--- src/hdl/timer8_pkg.sv ---
// constants for the period match timer: register map, fields, reset values, divider limits
package timer8_pkg;

  // ==========================================================
  // widths
  localparam int unsigned addr_w = 8;
  localparam int unsigned pre_cnt_w = 4;
  localparam int unsigned post_cnt_w = 4;

  // ==========================================================
  // register byte offsets on the bus
  localparam logic [7:0] off_control = 8'h00;
  localparam logic [7:0] off_count = 8'h04;
  localparam logic [7:0] off_period = 8'h08;
  localparam logic [7:0] off_flags = 8'h0c;
  localparam logic [7:0] off_enables = 8'h10;
  localparam logic [7:0] off_priorities = 8'h14;

  // ==========================================================
  // timer_control fields
  localparam int unsigned pre_sel_lsb = 0;
  localparam int unsigned pre_sel_w = 2;
  localparam int unsigned counter_on_bit = 2;
  localparam int unsigned post_sel_lsb = 3;
  localparam int unsigned post_sel_w = 4;
  localparam int unsigned control_w = 7;

  // peripheral flag, enable and priority registers share this bit
  localparam int unsigned match_bit = 1;

  // ==========================================================
  // reset values
  localparam logic [6:0] control_rst = 7'h00;
  localparam logic [7:0] count_rst = 8'h00;
  localparam logic [7:0] period_rst = 8'hff;
  localparam logic irq_bit_rst = 1'b0;
  localparam logic [31:0] rdata_rst = 32'h0000_0000;

  // ==========================================================
  // prescaler terminal counts for ratios 1, 4 and 16
  localparam logic [3:0] pre_lim_1 = 4'h0;
  localparam logic [3:0] pre_lim_4 = 4'h3;
  localparam logic [3:0] pre_lim_16 = 4'hf;

endpackage : timer8_pkg

--- src/hdl/period_match_timer8.sv ---
// 8-bit period match timer with prescaler, postscaler and apb register access
// ==========================================================
// Functional notes
// - count climbs from zero each tick; on period match it returns to zero.
// - any reset loads the period register with all ones.
// - count register is software read/write and cleared by reset.
// - prescale select 00 divides by 1, 01 by 4, 1x by 16.
// - postscaler select value N divides period matches by N plus one.
// - postscaler terminal count sets the match flag until software clears it.
// - count write, control write or reset clears prescaler and postscaler.
// - a control write leaves the current count unchanged.
// - counter_on set runs the timer; clear stops counting.
// - the raw period match pulse goes out to the serial port.
// - count and period match are offered to the pwm logic.
// - period register is read/write; its live value drives every compare.
// - control bit 7 reads zero and ignores writes.
module period_match_timer8 (
  input wire logic ref_clk,
  input wire logic rst_b,
  input wire logic [timer8_pkg::addr_w-1:0] paddr,
  input wire logic psel,
  input wire logic penable,
  input wire logic pwrite,
  input wire logic [31:0] pwdata,
  output logic [31:0] prdata,
  output logic pready,
  output logic pslverr,
  output logic [7:0] pwm_count,
  output logic period_match,
  output logic match_irq,
  output logic match_irq_priority,
  output logic timer_active
);

  // ==========================================================
  // state
  typedef struct packed {
    logic [timer8_pkg::control_w-1:0] control;
    logic [7:0] count;
    logic [7:0] period;
    logic match_irq_flag;
    logic match_irq_enable;
    logic match_irq_priority;
    logic match_pulse;
    logic [31:0] rdata;
  } state_t;

  state_t s_reg;
  state_t s_next;

  // ==========================================================
  // bus decode
  logic access;
  logic wr;
  logic setup_rd;
  logic mapped;
  logic wr_control;
  logic wr_count;
  logic rd_flags;
  logic [31:0] rdata_mux;

  assign access = psel && penable;
  assign wr = access && pwrite;
  assign setup_rd = psel && !penable && !pwrite;
  assign mapped = (paddr == timer8_pkg::off_control) || (paddr == timer8_pkg::off_count)
    || (paddr == timer8_pkg::off_period) || (paddr == timer8_pkg::off_flags)
    || (paddr == timer8_pkg::off_enables) || (paddr == timer8_pkg::off_priorities);
  assign wr_control = wr && (paddr == timer8_pkg::off_control);
  assign wr_count = wr && (paddr == timer8_pkg::off_count);
  assign rd_flags = access && !pwrite && (paddr == timer8_pkg::off_flags);

  // zero wait states: read data is captured in the setup cycle
  assign pready = 1'b1;
  assign pslverr = access && !mapped;
  assign prdata = s_reg.rdata;

  // ==========================================================
  // dividers
  logic counter_on;
  logic [1:0] pre_sel;
  logic [3:0] post_sel;
  logic [3:0] pre_limit;
  logic div_clear;
  logic pre_tick;
  logic match_event;
  logic post_tick;

  assign counter_on = s_reg.control[timer8_pkg::counter_on_bit];
  assign pre_sel = s_reg.control[timer8_pkg::pre_sel_lsb +: timer8_pkg::pre_sel_w];
  assign post_sel = s_reg.control[timer8_pkg::post_sel_lsb +: timer8_pkg::post_sel_w];
  // upper select bit alone picks 16, so 10 and 11 behave alike
  assign pre_limit = pre_sel[1] ? timer8_pkg::pre_lim_16 :
    (pre_sel[0] ? timer8_pkg::pre_lim_4 : timer8_pkg::pre_lim_1);
  assign div_clear = wr_count || wr_control;
  assign match_event = pre_tick && (s_reg.count == s_reg.period);

  div_counter #(
    .W(timer8_pkg::pre_cnt_w)
  ) prescaler (
    .ref_clk(ref_clk),
    .rst_b(rst_b),
    .clear(div_clear),
    .step(counter_on),
    .limit(pre_limit),
    .terminal(pre_tick)
  );

  div_counter #(
    .W(timer8_pkg::post_cnt_w)
  ) postscaler (
    .ref_clk(ref_clk),
    .rst_b(rst_b),
    .clear(div_clear),
    .step(match_event),
    .limit(post_sel),
    .terminal(post_tick)
  );

  // ==========================================================
  // read mux
  always_comb
  begin
    rdata_mux = 32'h0000_0000;
    unique case (paddr)
      timer8_pkg::off_control: rdata_mux[timer8_pkg::control_w-1:0] = s_reg.control;
      timer8_pkg::off_count: rdata_mux[7:0] = s_reg.count;
      timer8_pkg::off_period: rdata_mux[7:0] = s_reg.period;
      timer8_pkg::off_flags: rdata_mux[timer8_pkg::match_bit] = s_reg.match_irq_flag;
      timer8_pkg::off_enables: rdata_mux[timer8_pkg::match_bit] = s_reg.match_irq_enable;
      timer8_pkg::off_priorities: rdata_mux[timer8_pkg::match_bit] = s_reg.match_irq_priority;
      default: rdata_mux = 32'h0000_0000;
    endcase
  end

  // ==========================================================
  // next state
  always_comb
  begin
    s_next = s_reg;
    s_next.match_pulse = 1'b0;
    if (setup_rd)
    begin
      s_next.rdata = rdata_mux;
    end
    if (wr_control)
    begin
      // bit 7 is dropped here, so it never stores
      s_next.control = pwdata[timer8_pkg::control_w-1:0];
    end
    if (wr && (paddr == timer8_pkg::off_period))
    begin
      s_next.period = pwdata[7:0];
    end
    if (wr && (paddr == timer8_pkg::off_enables))
    begin
      s_next.match_irq_enable = pwdata[timer8_pkg::match_bit];
    end
    if (wr && (paddr == timer8_pkg::off_priorities))
    begin
      s_next.match_irq_priority = pwdata[timer8_pkg::match_bit];
    end
    // software write beats a tick in the same cycle; control writes never touch count
    if (wr_count)
    begin
      s_next.count = pwdata[7:0];
    end
    else if (pre_tick)
    begin
      s_next.count = match_event ? timer8_pkg::count_rst : 8'(s_reg.count + 1'b1);
      s_next.match_pulse = match_event;
    end
    // read clears only what the reader saw; a postscaler terminal in that cycle still sets it
    if (wr && (paddr == timer8_pkg::off_flags))
    begin
      s_next.match_irq_flag = pwdata[timer8_pkg::match_bit] || post_tick;
    end
    else
    begin
      s_next.match_irq_flag = (s_reg.match_irq_flag
        && !(rd_flags && s_reg.rdata[timer8_pkg::match_bit])) || post_tick;
    end
  end

  always_ff @(posedge ref_clk)
  begin
    if (!rst_b)
    begin
      s_reg.control <= timer8_pkg::control_rst;
      s_reg.count <= timer8_pkg::count_rst;
      s_reg.period <= timer8_pkg::period_rst;
      s_reg.match_irq_flag <= timer8_pkg::irq_bit_rst;
      s_reg.match_irq_enable <= timer8_pkg::irq_bit_rst;
      s_reg.match_irq_priority <= timer8_pkg::irq_bit_rst;
      s_reg.match_pulse <= 1'b0;
      s_reg.rdata <= timer8_pkg::rdata_rst;
    end
    else
    begin
      s_reg <= s_next;
    end
  end

  // ==========================================================
  // outputs
  assign pwm_count = s_reg.count;
  assign period_match = s_reg.match_pulse;
  assign match_irq = s_reg.match_irq_flag && s_reg.match_irq_enable;
  assign match_irq_priority = s_reg.match_irq_priority;
  assign timer_active = counter_on;

  // ==========================================================
  // assertions
  count_wrap_a: assert property (@(posedge ref_clk) disable iff (!rst_b)
    match_event && !wr_count |=> s_reg.count == 8'h00 && period_match)
    else $error("count did not wrap to zero on period match");

  count_step_a: assert property (@(posedge ref_clk) disable iff (!rst_b)
    pre_tick && !match_event && !wr_count |=> s_reg.count == 8'($past(s_reg.count) + 1'b1))
    else $error("count did not advance by one");

  period_reset_a: assert property (@(posedge ref_clk)
    $rose(rst_b) |-> s_reg.period == 8'hff && s_reg.count == 8'h00)
    else $error("period or count wrong after reset");

  count_write_a: assert property (@(posedge ref_clk) disable iff (!rst_b)
    wr_count |=> s_reg.count == $past(pwdata[7:0]) && !period_match)
    else $error("count write not taken");

  prescale_16_a: assert property (@(posedge ref_clk) disable iff (!rst_b)
    pre_tick && pre_sel[1] && !wr && !$past(wr) |=> (!pre_tick || !pre_sel[1]) [*8])
    else $error("prescale by sixteen ticked too soon");

  flag_set_a: assert property (@(posedge ref_clk) disable iff (!rst_b)
    post_tick |=> s_reg.match_irq_flag ##0 (match_irq == s_reg.match_irq_enable))
    else $error("postscaler terminal did not set match flag");

  control_keep_a: assert property (@(posedge ref_clk) disable iff (!rst_b)
    wr_control |=> $stable(s_reg.count) ##1 !pre_tick || s_reg.control[0] == 1'b0)
    else $error("control write disturbed count");

  stopped_hold_a: assert property (@(posedge ref_clk) disable iff (!rst_b)
    !counter_on && !wr_count |=> $stable(s_reg.count) && !period_match)
    else $error("count moved while timer off");

  control_top_a: assert property (@(posedge ref_clk) disable iff (!rst_b)
    access && !pwrite && paddr == timer8_pkg::off_control |-> !prdata[7])
    else $error("control bit 7 read as one");

  // ==========================================================
  // decodes used only by the checks below
  logic wr_period;
  logic wr_enables;
  logic wr_flags;

  assign wr_period = wr && (paddr == timer8_pkg::off_period);
  assign wr_enables = wr && (paddr == timer8_pkg::off_enables);
  assign wr_flags = wr && (paddr == timer8_pkg::off_flags);

  // register stores and holds
  period_write_a: assert property (@(posedge ref_clk) disable iff (!rst_b)
    wr_period |=> s_reg.period == $past(pwdata[7:0]))
    else $error("period write not taken");

  period_hold_a: assert property (@(posedge ref_clk) disable iff (!rst_b)
    !wr_period |=> $stable(s_reg.period))
    else $error("period changed without a write");

  control_store_a: assert property (@(posedge ref_clk) disable iff (!rst_b)
    wr_control |=> s_reg.control == $past(pwdata[timer8_pkg::control_w-1:0]))
    else $error("control write not taken");

  control_hold_a: assert property (@(posedge ref_clk) disable iff (!rst_b)
    !wr_control |=> $stable(s_reg.control))
    else $error("control changed without a write");

  enable_write_a: assert property (@(posedge ref_clk) disable iff (!rst_b)
    wr_enables |=> s_reg.match_irq_enable == $past(pwdata[timer8_pkg::match_bit]))
    else $error("enable write not taken");

  enable_hold_a: assert property (@(posedge ref_clk) disable iff (!rst_b)
    !wr_enables |=> $stable(s_reg.match_irq_enable))
    else $error("enable changed without a write");

  // read data is captured at setup, so it must show the register as it stood then
  control_read_a: assert property (@(posedge ref_clk) disable iff (!rst_b)
    setup_rd && paddr == timer8_pkg::off_control
    |=> prdata[timer8_pkg::control_w-1:0] == $past(s_reg.control)
    && (prdata & 32'hffff_ff80) == 32'h0000_0000)
    else $error("control read data wrong");

  count_read_a: assert property (@(posedge ref_clk) disable iff (!rst_b)
    setup_rd && paddr == timer8_pkg::off_count |=> prdata[7:0] == $past(s_reg.count))
    else $error("count read data wrong");

  period_read_a: assert property (@(posedge ref_clk) disable iff (!rst_b)
    setup_rd && paddr == timer8_pkg::off_period |=> prdata[7:0] == $past(s_reg.period))
    else $error("period read data wrong");

  flag_read_a: assert property (@(posedge ref_clk) disable iff (!rst_b)
    setup_rd && paddr == timer8_pkg::off_flags
    |=> prdata[timer8_pkg::match_bit] == $past(s_reg.match_irq_flag)
    && (prdata & 32'hffff_fffd) == 32'h0000_0000)
    else $error("flag read data wrong");

  // raw match pulse toward the serial port and pwm logic
  match_zero_a: assert property (@(posedge ref_clk) disable iff (!rst_b)
    period_match |-> s_reg.count == 8'h00)
    else $error("match pulse without count at zero");

  match_only_a: assert property (@(posedge ref_clk) disable iff (!rst_b)
    !match_event |=> !period_match)
    else $error("match pulse without a period match");

  match_on_a: assert property (@(posedge ref_clk) disable iff (!rst_b)
    period_match |-> $past(counter_on))
    else $error("match pulse while timer off");

  // dividers; a select only changes with a control write, which clears them
  pre_one_a: assert property (@(posedge ref_clk) disable iff (!rst_b)
    counter_on && pre_sel == 2'b00 && !div_clear |-> pre_tick)
    else $error("prescale by one missed a tick");

  pre_four_a: assert property (@(posedge ref_clk) disable iff (!rst_b)
    div_clear ##1 (counter_on && pre_sel == 2'b01 && !div_clear) [*4] |-> pre_tick)
    else $error("prescale by four missed its tick");

  pre_four_early_a: assert property (@(posedge ref_clk) disable iff (!rst_b)
    div_clear ##1 (counter_on && pre_sel == 2'b01) |-> (!pre_tick || pre_sel != 2'b01) [*3])
    else $error("prescale by four ticked too soon");

  pre_sixteen_early_a: assert property (@(posedge ref_clk) disable iff (!rst_b)
    div_clear ##1 (counter_on && pre_sel[1]) |-> (!pre_tick || !pre_sel[1]) [*8])
    else $error("prescaler not cleared by register write");

  post_one_a: assert property (@(posedge ref_clk) disable iff (!rst_b)
    match_event && post_sel == 4'h0 |-> post_tick)
    else $error("postscale by one missed a match");

  post_only_a: assert property (@(posedge ref_clk) disable iff (!rst_b)
    !match_event |-> !post_tick)
    else $error("postscaler stepped without a match");

  // sticky flag: set by the postscaler, held until read or written
  flag_clear_a: assert property (@(posedge ref_clk) disable iff (!rst_b)
    rd_flags && s_reg.rdata[timer8_pkg::match_bit] && !post_tick |=> !s_reg.match_irq_flag)
    else $error("flag not cleared by read");

  flag_hold_a: assert property (@(posedge ref_clk) disable iff (!rst_b)
    s_reg.match_irq_flag && !rd_flags && !wr_flags |=> s_reg.match_irq_flag)
    else $error("flag dropped without software");

  flag_source_a: assert property (@(posedge ref_clk) disable iff (!rst_b)
    !s_reg.match_irq_flag && !post_tick && !wr_flags |=> !s_reg.match_irq_flag)
    else $error("flag set without postscaler terminal");

  irq_raise_a: assert property (@(posedge ref_clk) disable iff (!rst_b)
    post_tick && s_reg.match_irq_enable && !wr_enables |=> match_irq)
    else $error("enabled match did not raise interrupt");

endmodule : period_match_timer8

--- src/hdl/div_counter.sv ---
// wrapping divide counter shared by the prescaler and the postscaler
module div_counter #(
  parameter int unsigned W = 4
) (
  input wire logic ref_clk,
  input wire logic rst_b,
  input wire logic clear,
  input wire logic step,
  input wire logic [W-1:0] limit,
  output logic terminal
);

  typedef struct packed {
    logic [W-1:0] cnt;
  } div_state_t;

  div_state_t s_reg;
  div_state_t s_next;

  // no terminal pulse in a clearing cycle, so a register write never leaks a tick
  assign terminal = step && !clear && (s_reg.cnt == limit);

  always_comb
  begin
    s_next = s_reg;
    if (clear)
    begin
      s_next.cnt = '0;
    end
    else if (step)
    begin
      s_next.cnt = terminal ? '0 : W'(s_reg.cnt + 1'b1);
    end
  end

  always_ff @(posedge ref_clk)
  begin
    if (!rst_b)
    begin
      s_reg <= '0;
    end
    else
    begin
      s_reg <= s_next;
    end
  end

endmodule : div_counter

--- config.mk ---
export PLATFORM = sky130hd
export DESIGN_NAME = period_match_timer8
export DESIGN_NICKNAME = d
export VERILOG_FILES = /design/src/hdl/timer8_pkg.sv /design/src/hdl/period_match_timer8.sv /design/src/hdl/div_counter.sv
export SDC_FILE = /design/constraint.sdc
export NUM_CORES = 1
export LEC_CHECK = 0
export BUFFER_PORTS_ARGS = -buffer_cell sky130_fd_sc_hd__buf_2
export CAP_MARGIN = 20
export CORE_MARGIN = 10
export CORE_UTILIZATION = 54
export DETAILED_ROUTE_END_ITERATION = 8
export PLACE_DENSITY = 0.94
export SLEW_MARGIN = 25
export SYNTH_ARGS = -nofsm -noshare
export SYNTH_HDL_FRONTEND = slang
export SYNTH_SLANG_ARGS = --single-unit
export TNS_END_PERCENT = 10
--- constraint.sdc ---
create_clock -name ref_clk -period 5 [get_ports ref_clk]
set_input_delay 1.25 -clock ref_clk [delete_from_list [all_inputs] [get_ports ref_clk]]
set_output_delay 1.25 -clock ref_clk [all_outputs]
set_load 0.05 [all_outputs]
==> flow_summary.yaml, run 1 <==
setup_path:
  start_kind: "primary input"
  crit_required_ns: 3.75
  path_cells: "buf_2, or4_4, nor3_1, nor3_1, buf_2"
  worst_ep_arrival_time_ns: 2.40
  crit_family: "simple AND/OR/NAND/NOR gates"
  cp_num_buf_inv: 2
  critPathCaptureType: "output pin"
  worstSetupPathType: "in2out"
  cp_slowest_cell: "or4_4"
  crit_fanout: 5
  max_stage_delay_ns: 0.54
power_and_ir_drop:
  p_clk_share_pct: 36.5
  vdd_drop_max_v: 0.000209
  swShare_pct: 28.0
  p_per_area_nw_per_um2: 243
  power_frac_comb_pct: 12.0
  p_int_mw: 0.481
  power_frac_seq_pct: 51.5
  switchingPower_mw: 0.187
  leakage_nw: 1.14
clock_network:
  cts_tree: "done"
  cts_resized: 0
  clock-sinks: 43
  path_clk_slew_ns: 0.08
  htreeDepth: 2
  cts-root-buf: "clkbuf_8"
  cts_made_buffers: 5
  cts_hold_buf: 0
  clk_path_buf_depth: 2
  clock_latency_ns: 0.30
  postCtsSetupRepairBufs: 0
place:
  numPortBuffers: 41
  dp_hpwl_um: 4840
  gp_congestion: 0.904
  place_area_um2: 2640
die:
  coreArea_um2: 4720
  placementRows: 25
  io_pins: 91
  die_area_um2: 8070
  die_w_um: 89.9
  fp.dieH_um: 89.9
  start_util_pct: 55.8
cells_and_area:
  final_core_util_pct: 58.1
  largest_reg_flops: 10
  layout.nets: 380
  antenna_cells: 0
  area_growth_pct: 4.13
  fin_area_um2: 2740
  drive_gt1_share_pct: 19.5
outcome:
  outcome: "complete, no violations"
logic_synthesis:
  yosysMostFrequentCell: "dfxtp_1"
  synth_cell_types: 47
  synth_commonest_cells: "dfxtp_1 (43), buf_4 (41), nand3_1 (32), nor2_1 (21), nand2_1 (20)"
  ys_warn_count: 0
  synth-edff-count: 0
  syn_avg_cell_area_um2: 8.34
  synth_area_leader_cell: "dfxtp_1"
  ys_seq_area_share_pct: 32.7
  synthCells: 316
  synthFlopType: "dfxtp_1"
  yosys-top-cells-area: "dfxtp_1 (33%), buf_4 (12%), nand3_1 (6.1%)"
  synth_top_area_share_pct: 32.7
  syn_area_um2: 2640
  ys_ff_latch: 43
  synthArstFlopShare_pct: 0
timing:
  setup_tns_ns: 0
  final.setup_skew_ns: 0.00759
  min_period_ns: 3.65
  hold_viol: 0
  tightest_slew_ns: 0.769
  drv_slew: 0
  period_share_pct: 73.0
  setup_violations: 0
  rsz0062_at_grt: "no"
  max_freq_mhz: 274
  max-slew-margin-rel_pct: 48.4
routing:
  viasPerCell: 5.77
  ant_nets: 0
  dr.pass1.iters: 4
  drc: 0
  dr_total_vias: 2309
  drt_wl_total_um: 6600
  drt-wirelength-per-cell_um: 16.5
  first_iter_violations: 273
global_routing:
  grt_use_total_pct: 15.6
  grt_pass1_wl_um: 10900
  grt_pass1_vias: 2253
  overflow: 0
  grt_max_degree: 28
  antenna_found_initial: 0
job:
  maxCapViolCount: 0
min_path:
  min_path_type: "reg2reg"
[per-stage QoR]
step	std cells	power (mW)	hold slack [ns]	worst slack, ns
floorplan	339	0.429	0.465	1.13
global placement	392	0.430	0.483	1.36
detailed placement	392	0.430	0.494	1.35
CTS	400	0.664	0.507	1.35
global route	400	0.686	0.539	1.24
finish	400	0.667	0.506	1.35
[final cells by class]
class	instances	area [um^2]
Clock buffer	8	100
Fill cell	414	1980
Inverter	8	30.0
Multi-Input combinational cell	231	1450
Sequential cell	43	861
Tap cell	67	83.8
Timing Repair Buffer	43	220
[per-layer routing]
metal / vias to the layer above / global-route usage [%] / wire, um
met4: 0 / 6.37 / 143
met3: 15 / 4.32 / 420
met1: 1118 / 17.2 / 2660
li1: 1088 / - / -
met2: 88 / 27.7 / 3380
met5: - / 0 / 0
[worst register-to-register path: cells and delay by family, from the launching register on]
| kind | cells | cell delay (ns) |
|---|---|---|
| simple gates | 2 | 0.88 |
| compound gates | 2 | 0.68 |
| flops | 1 | 0.55 |
| xor+xnor | 1 | 0.11 |
[kinds of logic after synthesis]
logic type,count (synthesis),share of synthesized area (%)
simple gates,116,23.0
buf+inv,65,15.6
compound gates,54,14.9
flops,43,32.7
mux,17,6.74
xor+xnor,16,5.32
fa+ha+maj,3,1.42
other cells,2,0.285
[cells in the final DEF, fill, tap and decap left out, types with 6 or more instances in the layout]
| cell | synthesis | final |
|---|---|---|
| a21oi_1 | 11 | 11 |
| a22oi_1 | 6 | 6 |
| a32oi_1 | 7 | 7 |
| and2_1 | 7 | 7 |
| buf_2 | 5 | 41 |
| clkbuf_8 | 0 | 7 |
| conb_1 | 2 | 25 |
| dfxtp_1 | 43 | 43 |
| inv_1 | 7 | 7 |
| mux2_2 | 6 | 6 |
| mux2i_1 | 11 | 11 |
| nand2_1 | 20 | 20 |
| nand3_1 | 32 | 32 |
| nor2_1 | 21 | 21 |
| nor3_1 | 9 | 9 |
| o22a_1 | 6 | 6 |
| xnor2_1 | 6 | 6 |
| xor2_1 | 10 | 10 |
[worst paths after layout]
check | start | cells after the start | slack (ns) | to
max | paddr[4] | 5 | 1.35 | pslverr
min | postscaler.s_reg[3] | 2 | 0.51 | postscaler.s_reg[3]
max reg2reg | pwm_count[1] | 5 | 2.66 | postscaler.s_reg[1]
min reg2reg | postscaler.s_reg[3] | 2 | 0.51 | postscaler.s_reg[3]
[power by group through the flow]
stage                     sequential [mW]  combinational (mW)  clock [mW]
after floorplan                     0.351              0.0772           0
after global placement              0.352              0.0780           0
after detailed placement            0.352              0.0786           0
after CTS                           0.343              0.0786       0.242
after global routing                0.344              0.0847       0.258
final                               0.343              0.0802       0.244
(Power assumes the default switching activity.)
==> run 2: changes to the inputs <==
--- a/config.mk
+++ b/config.mk
@@ -5,12 +5,13 @@
 export SDC_FILE = /design/constraint.sdc
 export NUM_CORES = 1
 export LEC_CHECK = 0
+export ABC_AREA = 1
 export BUFFER_PORTS_ARGS = -buffer_cell sky130_fd_sc_hd__buf_2
 export CAP_MARGIN = 20
 export CORE_MARGIN = 10
-export CORE_UTILIZATION = 54
+export CORE_UTILIZATION = 46
 export DETAILED_ROUTE_END_ITERATION = 8
-export PLACE_DENSITY = 0.94
+export PLACE_DENSITY = 0.86
 export SLEW_MARGIN = 25
 export SYNTH_ARGS = -nofsm -noshare
 export SYNTH_HDL_FRONTEND = slang
==> constraint.sdc (replaced) <==
create_clock -name ref_clk -period 2.9 [get_ports ref_clk]
set_input_delay 0.725 -clock ref_clk [delete_from_list [all_inputs] [get_ports ref_clk]]
set_output_delay 0.725 -clock ref_clk [all_outputs]
set_load 0.05 [all_outputs]
==> run 2 against run 1 <==
Via count rose by 15%. First-iteration DRC count fell by 18%. Die area rose by 18%. Worst setup slack got worse by 1.0 ns. Combinational power rose by 82%. Design area rose by 7.8%. Count of clock-buffer cells in the layout fell by 2. Final cell count rose by 28%. Critical endpoint unchanged. Largest cell class unchanged. Largest power group unchanged.
==> flow_summary.yaml, run 2 <==
global_routing:
  grt_pass1_wl_um: 11800
  grt_use_total_pct: 14.4
  grt_max_degree: 19
  overflow: 0
  antenna_found_initial: 0
  grt_pass1_vias: 2638
timing:
  setup_violations: 0
  min_period_ns: 2.59
  setup_tns_ns: 0
  rsz0062_at_grt: "no"
  hold_ws_ns: 0.465
  max-slew-margin-rel_pct: 60.4
  max_freq_mhz: 387
  tightest_slew_ns: 0.590
  drv_slew: 0
  hold_viol: 0
  period_share_pct: 89.2
  final.setup_skew_ns: 0.00784
die:
  fp.dieH_um: 97.7
  coreArea_um2: 5890
  io_pins: 91
  die_w_um: 97.7
  placementRows: 28
  start_util_pct: 47.2
  die_area_um2: 9540
logic_synthesis:
  yosys-top-cells-area: "dfxtp_1 (31%), nand2_1 (13%), buf_4 (11%)"
  synth_area_leader_cell: "dfxtp_1"
  ys_ff_latch: 43
  yosysMostFrequentCell: "nand2_1"
  syn_area_um2: 2780
  synthArstFlopShare_pct: 0
  ys_seq_area_share_pct: 31.0
  syn_avg_cell_area_um2: 6.75
  synth_cell_types: 32
  synth_commonest_cells: "nand2_1 (97), inv_1 (45), dfxtp_1 (43), buf_4 (41), nor2_1 (34)"
  synthFlopType: "dfxtp_1"
  synthCells: 411
  synth-edff-count: 0
  synth_top_area_share_pct: 31.0
  ys_warn_count: 0
place:
  dp_hpwl_um: 5460
  numPortBuffers: 41
  dpl.cell_count: 504
  gp_congestion: 0.968
  place_area_um2: 2840
power_and_ir_drop:
  p_int_mw: 0.893
  p_per_area_nw_per_um2: 416
  p_clk_share_pct: 40.1
  leakage_nw: 1.39
  swShare_pct: 27.5
  power_frac_seq_pct: 48.1
  switchingPower_mw: 0.339
  power_frac_comb_pct: 11.9
  finalPower_mw: 1.23
  vdd_drop_max_v: 0.000200
cells_and_area:
  final_common_cell: "nand2_1"
  regArea_um2: 861
  drive_gt1_share_pct: 16.0
  instances_no_fill: 512
  layout.nets: 484
  fillers: 589
  largest_reg_flops: 10
  most-common-layout-cells: "nand2_1 (97), inv_1 (45), dfxtp_1 (43)"
  fin_area_um2: 2960
  antenna_cells: 0
  area_growth_pct: 6.58
  multi_input_area_um2: 1470
clock_network:
  postCtsSetupRepairBufs: 0
  path_clk_slew_ns: 0.08
  cts_hold_buf: 0
  cts_made_buffers: 5
  clk_path_buf_depth: 2
  clock_latency_ns: 0.30
  cts_tree: "done"
  cts_resized: 0
  clock-sinks: 43
  cts-root-buf: "clkbuf_8"
  htreeDepth: 2
setup_path:
  reg2reg_from: "timer_active"
  crit_required_ns: 2.17
  crit_fanout: 4
  reg2reg_depth: 6
  worstSetupPathType: "in2out"
  worst_ep_arrival_time_ns: 1.86
  critPathCaptureType: "output pin"
  reg2reg_setup_slack_ns: 1.19
  start_kind: "primary input"
  r2r_end: "s_reg[35]"
min_path:
  min_path_type: "reg2reg"
  min_to: "prdata[5]"
  holdCritStartpoint: "prdata[5]"
  holdPathStages: 2
routing:
  drt-wirelength-per-cell_um: 13.9
  first_iter_violations: 224
  ant_nets: 0
  dr.pass1.iters: 5
  dr_total_vias: 2655
  drt_wl_total_um: 7110
  viasPerCell: 5.19
  drc: 0
job:
  maxCapViolCount: 0
outcome:
  outcome: "complete, no violations"
## run 2: area by class of cell
class / instances / area share [%]
Multi-Input combinational cell: 294 / 49.8
Tap cell: 75 / 3.17
Timing Repair Buffer: 45 / 7.95
Clock inverter: 2 / 1.18
Clock buffer: 6 / 2.79
Sequential cell: 43 / 29.1
Inverter: 47 / 5.96
## run 2: critical path, cell delays in order
cell and delay [ns]:
buf_2 0.10, nor2_1 0.24, nand2_2 0.15, nor2_1 0.34, a2111oi_4 0.07, buf_2 0.23
## run 2: power by group through the flow
stage / sequential (mW) / combinational [mW] / clock (mW)
2_1_floorplan: 0.606 / 0.139 / 0
3_3_place_gp: 0.606 / 0.141 / 0
3_5_place_dp: 0.606 / 0.143 / 0
4_1_cts: 0.592 / 0.143 / 0.495
5_1_grt: 0.593 / 0.154 / 0.521
6_report: 0.592 / 0.146 / 0.493
## run 2: worst max-delay path by stage
stage	to	from
2_1_floorplan	pslverr	paddr[7]
3_3_place_gp	pslverr	paddr[1]
3_5_place_dp	pslverr	paddr[1]
4_1_cts	pslverr	paddr[1]
5_1_grt	pslverr	paddr[1]
6_report	pslverr	paddr[1]
## run 2: metal layers
metal  up-vias  wire length [um]  track usage, %
met2       116              3590            25.7
met4         0               106            5.48
li1       1303                 -               -
met3        15               606            4.13
met5         -                 0               0
met1      1221              2810            15.5
## run 2: kinds of logic after synthesis
group	after synthesis	share of synthesized area, %
and+or+nand+nor	193	31.5
buffers and inverters	97	19.7
AOI/OAI and AO/OA	62	12.7
DFF	43	31.0
xor gates and xnor gates	10	3.16
adders and majority gates	3	1.35
other	2	0.271
muxes	1	0.361
## run 2: through the flow
step                      worst slack, ns  utilization (%)
after global routing                0.205             50.3
after global placement              0.348             48.3
after floorplan                     0.339                -
after CTS                           0.315             50.3
after detailed placement            0.311             48.3
final                               0.313             50.3
